<file path="src/rswd_pkg.sv">
// Shared constants, types and helpers for the receiver select word decoder
package rswd_pkg;
   // Word layout
   localparam int          RSWD_WORD_W     = 12;
   localparam int          RSWD_IR_BIT     = 11;
   localparam int          RSWD_CODE_MSB   = 10;
   localparam int          RSWD_CODE_LSB   = 6;
   localparam int          RSWD_LVL_MSB    = 7;
   localparam int          RSWD_LVL_LSB    = 6;
   localparam int          RSWD_BCD_W      = 6;
   localparam int          RSWD_MODE_BITS  = 5;
   localparam int          RSWD_LVL_W      = 2;
   // Channel organisation
   localparam int          RSWD_CH_COUNT   = 20;
   localparam int          RSWD_PAIR_COUNT = 10;
   localparam int          RSWD_LOOP_CH    = 19;
   // Code points (octal 23, 24, 25)
   localparam logic [4:0]  RSWD_CODE_MAX   = 5'h13;
   localparam logic [4:0]  RSWD_CODE_LOOP  = 5'h13;
   localparam logic [4:0]  RSWD_CODE_GRP1  = 5'h14;
   localparam logic [4:0]  RSWD_CODE_GRP2  = 5'h15;
   localparam logic [5:0]  RSWD_BCD_MAX    = 6'h31;
   // Reset values
   localparam logic [5:0]  RSWD_SEL_RST    = 6'h00;
   localparam logic        RSWD_MODE_RST   = 1'b0;
   // Controller registers on APB
   localparam int          RSWD_ADDR_W     = 12;
   localparam logic [11:0] RSWD_OFF_CMD    = 12'h000;
   localparam logic [11:0] RSWD_OFF_STAT   = 12'h004;
   localparam logic [11:0] RSWD_OFF_RESP   = 12'h008;
   localparam int          RSWD_STAT_BUSY  = 0;
   localparam int          RSWD_STAT_AVAIL = 1;

   typedef logic [RSWD_WORD_W-1:0] rswd_word_type;
   typedef logic [RSWD_BCD_W-1:0]  rswd_bcd_type;

   // Legal receiver number: BCD 01 to 31
   function automatic logic rswd_bcd_ok(input rswd_bcd_type v);
      rswd_bcd_ok = (v[3:0] <= 4'h9) && (v != 6'h00) && (v <= RSWD_BCD_MAX);
   endfunction : rswd_bcd_ok

   // Mode bit b of a group word to pair index (pair number minus one)
   function automatic logic [3:0] rswd_pair_idx(input logic grp2, input logic [2:0] b);
      if (b == 3'h4)
         rswd_pair_idx = grp2 ? 4'h9 : 4'h8;
      else
         rswd_pair_idx = grp2 ? (4'h4 + {2'h0, b[1:0]}) : {2'h0, b[1:0]};
   endfunction : rswd_pair_idx
endpackage : rswd_pkg

</file>
<file path="src/rswd_link_if.sv">
// Word multiplexer link between the computer end and the decoder end
`timescale 1ns/10ps
interface rswd_link_if;
   import rswd_pkg::*;
   // Output word multiplexer: computer to decoder
   logic          cmd_valid;
   rswd_word_type cmd_word;
   logic          cmd_ack;
   // Input word multiplexer: decoder to computer
   logic          sts_valid;
   rswd_word_type sts_word;
   logic          sts_ack;

   modport dev
   (
      input  cmd_valid,
      input  cmd_word,
      output cmd_ack,
      output sts_valid,
      output sts_word,
      input  sts_ack
   );
   modport host
   (
      output cmd_valid,
      output cmd_word,
      input  cmd_ack,
      input  sts_valid,
      input  sts_word,
      output sts_ack
   );
endinterface : rswd_link_if

</file>
<file path="src/rswd_dev.sv">
// Decoder end: command decode, selection storage, mode control and status words
`timescale 1ns/10ps
module rswd_dev
#(
   parameter int CHANNELS = 20
)
(
   // Clock and reset
   input  wire logic                                                     clk_in,
   input  wire logic                                                     rst_n_in,
   // Computer side
   rswd_link_if.dev                                                      link,
   // Receiver group inputs
   input  wire logic [rswd_pkg::RSWD_PAIR_COUNT-1:0]                     forced_manual_n_in,
   input  wire logic [rswd_pkg::RSWD_CH_COUNT-1:0][rswd_pkg::RSWD_BCD_W-1:0] manual_sel_in,
   input  wire logic [rswd_pkg::RSWD_LVL_W-1:0]                          carrier_level_in,
   input  wire logic                                                     level_valid_in,
   // Receiver group outputs
   output logic      [rswd_pkg::RSWD_CH_COUNT-1:0][rswd_pkg::RSWD_BCD_W-1:0] sel_code_out,
   output logic      [rswd_pkg::RSWD_PAIR_COUNT-1:0]                     manual_mode_out,
   output logic                                                          rf_request_out
);
   import rswd_pkg::*;

   // Code space fixes the channel count
   if (CHANNELS != RSWD_CH_COUNT)
   begin : g_bad_channels
      $error("rswd_dev: CHANNELS must be 20");
   end

   typedef struct packed {
      logic [RSWD_CH_COUNT-1:0][RSWD_BCD_W-1:0] sel;
      logic [RSWD_PAIR_COUNT-1:0]               mode;
      logic [RSWD_PAIR_COUNT-1:0]               frc_s1;
      logic [RSWD_PAIR_COUNT-1:0]               frc_s2;
      logic [RSWD_CH_COUNT-1:0][RSWD_BCD_W-1:0] man_s1;
      logic [RSWD_CH_COUNT-1:0][RSWD_BCD_W-1:0] man_s2;
      logic [RSWD_LVL_W:0]                      lvl_s1;
      logic [RSWD_LVL_W:0]                      lvl_s2;
      logic                                     vld_s3;
      logic                                     lvl_pend;
      logic [RSWD_LVL_W-1:0]                    lvl_data;
      logic                                     cmd_ack;
      logic                                     sts_valid;
      rswd_word_type                            sts_word;
      logic                                     rf_req;
      logic [RSWD_CH_COUNT-1:0][RSWD_BCD_W-1:0] drv_sel;
      logic [RSWD_PAIR_COUNT-1:0]               drv_mode;
   } rswd_dev_state_type;

   rswd_dev_state_type q;
   rswd_dev_state_type d;

   logic [RSWD_PAIR_COUNT-1:0]               forced;
   logic [RSWD_PAIR_COUNT-1:0]               inhibit;
   logic [RSWD_CH_COUNT-1:0][RSWD_BCD_W-1:0] applied;
   logic [RSWD_MODE_BITS-1:0]                grp_mode;
   logic                                     ir;
   logic [4:0]                               code;
   rswd_bcd_type                             rcv;
   logic                                     is_grp;
   logic                                     grp2;
   logic                                     rise;
   logic                                     load_lvl;
   logic                                     take;

   always_comb
   begin
      d        = q;
      forced   = '0;
      inhibit  = '0;
      applied  = '0;
      grp_mode = '0;
      // Two-stage synchronisers for all receiver group pins
      d.frc_s1 = forced_manual_n_in;
      d.frc_s2 = q.frc_s1;
      d.man_s1 = manual_sel_in;
      d.man_s2 = q.man_s1;
      d.lvl_s1 = {level_valid_in, carrier_level_in};
      d.lvl_s2 = q.lvl_s1;
      d.vld_s3 = q.lvl_s2[RSWD_LVL_W];
      d.cmd_ack = 1'b0;
      d.rf_req  = 1'b0;

      // Per pair: forced manual line is low when active
      for (int p = 0; p < RSWD_PAIR_COUNT; p++)
      begin
         forced[p]  = ~q.frc_s2[p];
         inhibit[p] = q.mode[p] | forced[p];
      end
      // Applied receiver as seen by the receiver: manual selectors when inhibited
      for (int c = 0; c < RSWD_CH_COUNT; c++)
      begin
         applied[c] = inhibit[c/2] ? q.man_s2[c] : q.sel[c];
      end

      ir     = link.cmd_word[RSWD_IR_BIT];
      code   = link.cmd_word[RSWD_CODE_MSB:RSWD_CODE_LSB];
      rcv    = link.cmd_word[RSWD_BCD_W-1:0];
      is_grp = (code == RSWD_CODE_GRP1) || (code == RSWD_CODE_GRP2);
      grp2   = (code == RSWD_CODE_GRP2);
      for (int b = 0; b < RSWD_MODE_BITS; b++)
      begin
         grp_mode[b] = inhibit[rswd_pair_idx(grp2, 3'(b))];
      end

      // Level valid edge; a new event is never lost to the clear
      rise     = q.lvl_s2[RSWD_LVL_W] & ~q.vld_s3;
      load_lvl = ~q.sts_valid & q.lvl_pend;
      d.lvl_pend = rise | (q.lvl_pend & ~load_lvl);
      if (rise)
      begin
         d.lvl_data = q.lvl_s2[RSWD_LVL_W-1:0];
      end

      // Status slot release on the multiplexer acknowledge
      if (q.sts_valid && link.sts_ack)
      begin
         d.sts_valid = 1'b0;
      end

      // Status requests wait while a status word or a level report is pending
      take = link.cmd_valid & ~q.cmd_ack & (~ir | (~q.sts_valid & ~q.lvl_pend));

      if (load_lvl)
      begin
         d.sts_valid = 1'b1;
         d.sts_word  = {1'b1, 3'h0, q.lvl_data, q.sel[RSWD_LOOP_CH]};
      end

      if (take)
      begin
         d.cmd_ack = 1'b1;
         if (!ir && (code <= RSWD_CODE_MAX) && rswd_bcd_ok(rcv))
         begin
            d.sel[code] = rcv;
            if (code == RSWD_CODE_LOOP)
            begin
               d.rf_req = 1'b1;
            end
         end
         else if (!ir && is_grp)
         begin
            for (int b = 0; b < RSWD_MODE_BITS; b++)
            begin
               d.mode[rswd_pair_idx(grp2, 3'(b))] = link.cmd_word[b];
            end
         end
         else if (ir && (code <= RSWD_CODE_MAX))
         begin
            d.sts_valid = 1'b1;
            d.sts_word  = {1'b0, code, applied[code]};
         end
         else if (ir && is_grp)
         begin
            d.sts_valid = 1'b1;
            d.sts_word  = {1'b0, code, 1'b0, grp_mode};
         end
         // Anything else is acknowledged and dropped
      end

      // Drive lines; inhibited pairs leave the lines to the manual selectors
      for (int c = 0; c < RSWD_CH_COUNT; c++)
      begin
         d.drv_sel[c] = inhibit[c/2] ? RSWD_SEL_RST : d.sel[c];
      end
      d.drv_mode = q.mode & ~forced;
   end

   always_ff @(posedge clk_in)
   begin
      if (!rst_n_in)
      begin
         q          <= '0;
         q.sel      <= {RSWD_CH_COUNT{RSWD_SEL_RST}};
         q.mode     <= {RSWD_PAIR_COUNT{RSWD_MODE_RST}};
         q.frc_s1   <= '1;
         q.frc_s2   <= '1;
      end
      else
      begin
         q <= d;
      end
   end

   assign link.cmd_ack   = q.cmd_ack;
   assign link.sts_valid = q.sts_valid;
   assign link.sts_word  = q.sts_word;
   assign sel_code_out    = q.drv_sel;
   assign manual_mode_out = q.drv_mode;
   assign rf_request_out  = q.rf_req;
endmodule : rswd_dev

</file>
<file path="src/flat_wrapper.sv">
// flat-port wrapper written by rule: the top's interface ports become plain ports
module rswd_dev_flat import rswd_pkg::*;
#(
   parameter int CHANNELS = 20
)
  (clk_in, rst_n_in, forced_manual_n_in, manual_sel_in, carrier_level_in, level_valid_in, sel_code_out, manual_mode_out, rf_request_out, link_cmd_valid, link_cmd_word, link_cmd_ack, link_sts_valid, link_sts_word, link_sts_ack);
  rswd_link_if link_i ();
  input  wire logic clk_in;
  input  wire logic rst_n_in;
  input  wire logic [rswd_pkg::RSWD_PAIR_COUNT-1:0] forced_manual_n_in;
  input  wire logic [rswd_pkg::RSWD_CH_COUNT-1:0][rswd_pkg::RSWD_BCD_W-1:0] manual_sel_in;
  input  wire logic [rswd_pkg::RSWD_LVL_W-1:0] carrier_level_in;
  input  wire logic level_valid_in;
  output logic      [rswd_pkg::RSWD_CH_COUNT-1:0][rswd_pkg::RSWD_BCD_W-1:0] sel_code_out;
  output logic      [rswd_pkg::RSWD_PAIR_COUNT-1:0] manual_mode_out;
  output logic rf_request_out;
  input wire logic [$bits(link_i.cmd_valid)-1:0] link_cmd_valid;
  input wire logic [$bits(link_i.cmd_word)-1:0] link_cmd_word;
  output wire logic [$bits(link_i.cmd_ack)-1:0] link_cmd_ack;
  output wire logic [$bits(link_i.sts_valid)-1:0] link_sts_valid;
  output wire logic [$bits(link_i.sts_word)-1:0] link_sts_word;
  input wire logic [$bits(link_i.sts_ack)-1:0] link_sts_ack;
  assign link_i.cmd_valid = link_cmd_valid;
  assign link_i.cmd_word = link_cmd_word;
  assign link_cmd_ack = link_i.cmd_ack;
  assign link_sts_valid = link_i.sts_valid;
  assign link_sts_word = link_i.sts_word;
  assign link_i.sts_ack = link_sts_ack;
  rswd_dev #(.CHANNELS(CHANNELS)) u_core (.clk_in(clk_in), .rst_n_in(rst_n_in), .link(link_i), .forced_manual_n_in(forced_manual_n_in), .manual_sel_in(manual_sel_in), .carrier_level_in(carrier_level_in), .level_valid_in(level_valid_in), .sel_code_out(sel_code_out), .manual_mode_out(manual_mode_out), .rf_request_out(rf_request_out));
endmodule
</file>
<file path="config.mk">
export PLATFORM = sky130hd
export DESIGN_NAME = rswd_dev_flat
export DESIGN_NICKNAME = d
export VERILOG_FILES = /design/src/rswd_pkg.sv /design/src/rswd_link_if.sv /design/src/rswd_dev.sv /design/src/flat_wrapper.sv
export SDC_FILE = /design/constraint.sdc
export NUM_CORES = 1
export LEC_CHECK = 0
export ABC_AREA = 1
export BUFFER_PORTS_ARGS = -buffer_cell sky130_fd_sc_hd__buf_2
export CAP_MARGIN = 15
export CORE_ASPECT_RATIO = 1.1
export CORE_MARGIN = 2
export CORE_UTILIZATION = 57
export DETAILED_ROUTE_END_ITERATION = 6
export PLACE_DENSITY = 0.9
export SYNTH_ARGS = -nofsm -noshare
export SYNTH_HDL_FRONTEND = slang
export SYNTH_SLANG_ARGS = --single-unit
export TNS_END_PERCENT = 5
</file>
<file path="constraint.sdc">
create_clock -name clk_in -period 2.1 [get_ports clk_in]
set_input_delay 0.315 -clock clk_in [delete_from_list [all_inputs] [get_ports clk_in]]
set_output_delay 0.315 -clock clk_in [all_outputs]
set_load 0.05 [all_outputs]
</file>
==> results_dict.tcl <==
set metrics [dict create \
    status "complete, but fails checks" \
    violations "design-rule violations" \
    vias 17688 \
    post-route-drc-count 3 \
    peakVddDrop_mv 0.619 \
    hold_viol_final 0 \
    syn_avg_cell_area_sq_um 7.63 \
    fin_setup_tns_ns 0 \
    cpMostUsedCell "nand2_1" \
    total_power_uw 21800 \
    worstPathMaxFanout 12 \
    dp.cells 3222 \
    hold_path_depth 3 \
    finalSetupViolCount 0 \
    synth_ff_type "dfxtp_1" \
    die_w_um 184 \
    syn-cell-area_sq_um 20300 \
    cts_tree "yes" \
    io_pins 294 \
    hold_path.startpoint "link_cmd_word[9]" \
    cp-start-kind "register" \
    rsz0062_at_grt "false" \
    path_class "reg2reg" \
    synthArstFlopShare_pct 0 \
    setup_ws_ns 0.162 \
    root_buffer "clkbuf_16" \
    worstPathCellList "inv_1, nand2_1, buf_12, nand2_1, nand3_1, nand2_1, nor2_1, nor2_1, nor2_2, nand3_1, nand2_1, a21oi_1" \
    core_sq_um 35100 \
    grt_use_met3_pct 7.75 \
    grt_overflow 0 \
    p_leak_uw 0.0129 \
    antenna_found_initial 5 \
    busiest_layer "met2" \
    period_minus_slack_ns 1.94 \
    use_met2_pct 52.7 \
    grt_util_all_layers_pct 32.3 \
    die_h_um 202 \
    ant_nets 0 \
    worst_pin_slew_ns 0.557 \
    detail_route.first_pass.iterations 7 \
    hold_path.class "in2reg" \
    start_util_pct 57.6 \
    min_period_over_period_pct 92.3 \
    r2r_cells 12 \
    hpwlAfterDp_um 38500 \
    r2r_setup_slack_ns 0.16 \
    maxClockFrequency_mhz 516 \
    area_delta_synth_final_pct 21.2 \
    ys_types 34 \
    ys_seq_area_share_pct 53.9 \
    grt_pass1_wl_um 92500 \
    dp_slack_ns 0.00314 \
    cts_setup_buffers 0 \
    synth_fp_nets 2805 \
    maxCapViolCount 0 \
    drv_slew 0 \
    grt_pass1_vias 17581 \
    whs_endpoint "u_core.link.sts_word[9]" \
    drt_first_iter_violations 1734 \
    ys_ff_latch 545 \
    h-tree-depth 2 \
    nNetsFinal 3112 \
    wl_um 60700 \
    cp_slowest_stage_delay_ns 0.33 \
    viasPerCell 5.13 \
    fin_skew_ns 0.0262 \
    synth_edf_count 0 \
    crit_slowest_cell "dfxtp_1" \
    final_core_util_pct 69.9 \
    cp_data_required_time_ns 2.56 \
    power.density_nw_per_um2 888 \
    grt_max_degree 64 \
    relSlewSlack_pct 62.8 \
    post_drt_wl_per_cell_um 17.6 \
    path_buf_inv 2 \
    clock_path_buffers 3 \
    yosysWarnings 0 \
    finalNonFillerCells 3447 \
    path_delay_family "simple AND/OR/NAND/NOR gates" \
    end_kind "register" \
    use_met1_pct 37.2 \
    place_congestion 0.985 \
    clk_pin_slew_worst_paths_ns 0.06 \
    rows 72 \
    portBuffers 293 \
    drive_gt1_share_pct 18.4 \
    die_area_sq_um 37100 \
    cts_inserted_buffers 51 \
    syn_inst 2656 \
    critPathArrivalTime_ns 2.40 \
    worstReg2RegEnd "u_core.link.sts_word[0]" \
    clkSinkCount 545 \
    clock_latency_ns 0.59 \
]
## kinds of logic after synthesis
kind of cell	synth area share, %
mux	0.247
flops	53.9
buf+inv	15.9
simple gates	24.7
compound gates	5.22
## placed cells by master, fill, tap and decap left out, types with 3 or more instances in the layout
master | synthesis | final
clkbuf_16 | 0 | 53
inv_1 | 424 | 423
clkinvlp_4 | 0 | 3
nand3_4 | 3 | 3
nand3_1 | 135 | 135
buf_2 | 10 | 292
clkbuf_1 | 88 | 5
or2_2 | 43 | 43
o211ai_1 | 10 | 10
nand4_1 | 9 | 9
nor3_1 | 25 | 25
nor2_2 | 16 | 19
nand2_1 | 634 | 634
o21ai_1 | 104 | 104
clkinv_2 | 0 | 9
o21bai_1 | 3 | 3
dfxtp_1 | 545 | 545
o21ai_0 | 51 | 51
buf_4 | 157 | 80
nor3_2 | 3 | 3
dlygate4sd3_1 | 0 | 132
inv_6 | 0 | 3
inv_2 | 11 | 11
mux2i_1 | 5 | 5
bufinv_16 | 0 | 3
a21oi_1 | 32 | 32
clkbuf_8 | 0 | 16
nand3b_1 | 6 | 6
nor2_1 | 326 | 323
buf_12 | 0 | 9
## report_power, final
group          switching, uW  internal [uW]  total (uW)
combinational           1000            598        1600
clock                   3990           5510        9490
sequential               104          10600       10700
total                   5090          16700       21800
## cells in the mapped netlist (2+ instances only)
cell,count,area [sq um]
nor2_1,326,1220
nor3_1,25,125
inv_2,11,41.3
nand4_1,9,56.3
o21bai_1,3,22.5
nand3_4,3,52.6
nand3b_1,6,45.0
nand3_1,135,676
buf_4,157,1180
clkbuf_1,88,330
dfxtp_1,545,10900
nand2_1,634,2380
o211ai_1,10,75.1
mux2i_1,5,50.1
nor2_2,16,100
o21ai_1,104,521
buf_1,4,15.0
buf_2,10,50.1
nor3_2,3,30.0
o21ai_0,51,255
or2_2,43,269
a21oi_1,32,160
inv_1,424,1590
clkinv_1,2,7.51
## cell type report
class | count | area (sq um)
antenna | 2 | 5.00
sequential | 545 | 10900
tap | 444 | 556
inverter | 437 | 1640
timing repair buffer | 514 | 3580
multi-input combinational | 1414 | 6130
clock buffer | 73 | 1550
clock inverter | 18 | 184
fill | 2588 | 10600
## routing by layer
| layer | routed length [um] | part of all wire, % | vias to the layer above |
|---|---|---|---|
| met5 | 39 | 0.064 | - |
| met4 | 4580 | 7.6 | 6 |
| met3 | 5410 | 8.9 | 316 |
| met2 | 27800 | 46 | 964 |
| met1 | 22800 | 38 | 8014 |
| li1 | - | - | 8388 |
## flip-flops by register name, summed over array words and instances (netlist names), named ones only
name	cells
u_core.d	134
u_core.link.sts_word	12
u_core.sel_code_out	120
u_core.link.sts_valid	1
u_core.manual_mode_out	10
u_core.rf_request_out	1
u_core.link.cmd_ack	1
u_core.q	256
## tightest hold or removal path: stages
cell and delay [ns]:
buf_2 0.10, nand3_1 0.08, a21oi_1 0.06
## worst max path at each step
stage,to,slack [ns],depth (start not counted)
floorplan,u_core.link.sts_word[5],0.21,7
global route,u_core.link.sts_word[0],0.05,12
finish,u_core.link.sts_word[0],0.16,12
CTS,u_core.link.sts_word[1],0.23,12
detailed placement,u_core.link.sts_word[3],0.003,11
global placement,u_core.link.sts_word[3],-0.06,11
## metrics by stage
| stage | hold slack (ns) | instance area, sq um |
|---|---|---|
| floorplan | 0.390 | 20300 |
| global placement | 0.393 | 21500 |
| detailed placement | 0.399 | 21500 |
| CTS | 0.000780 | 24500 |
| global route | 0.0181 | 24500 |
| finish | 0.0189 | 24600 |
## what timing repair did
action	in CTS	in global routing
endpoints found under the setup margin	0	1
hold endpoints to repair	132	0
gates resized for setup	0	1
hold buffers	132	0
Note: power is estimated with default switching activity, not from simulation.
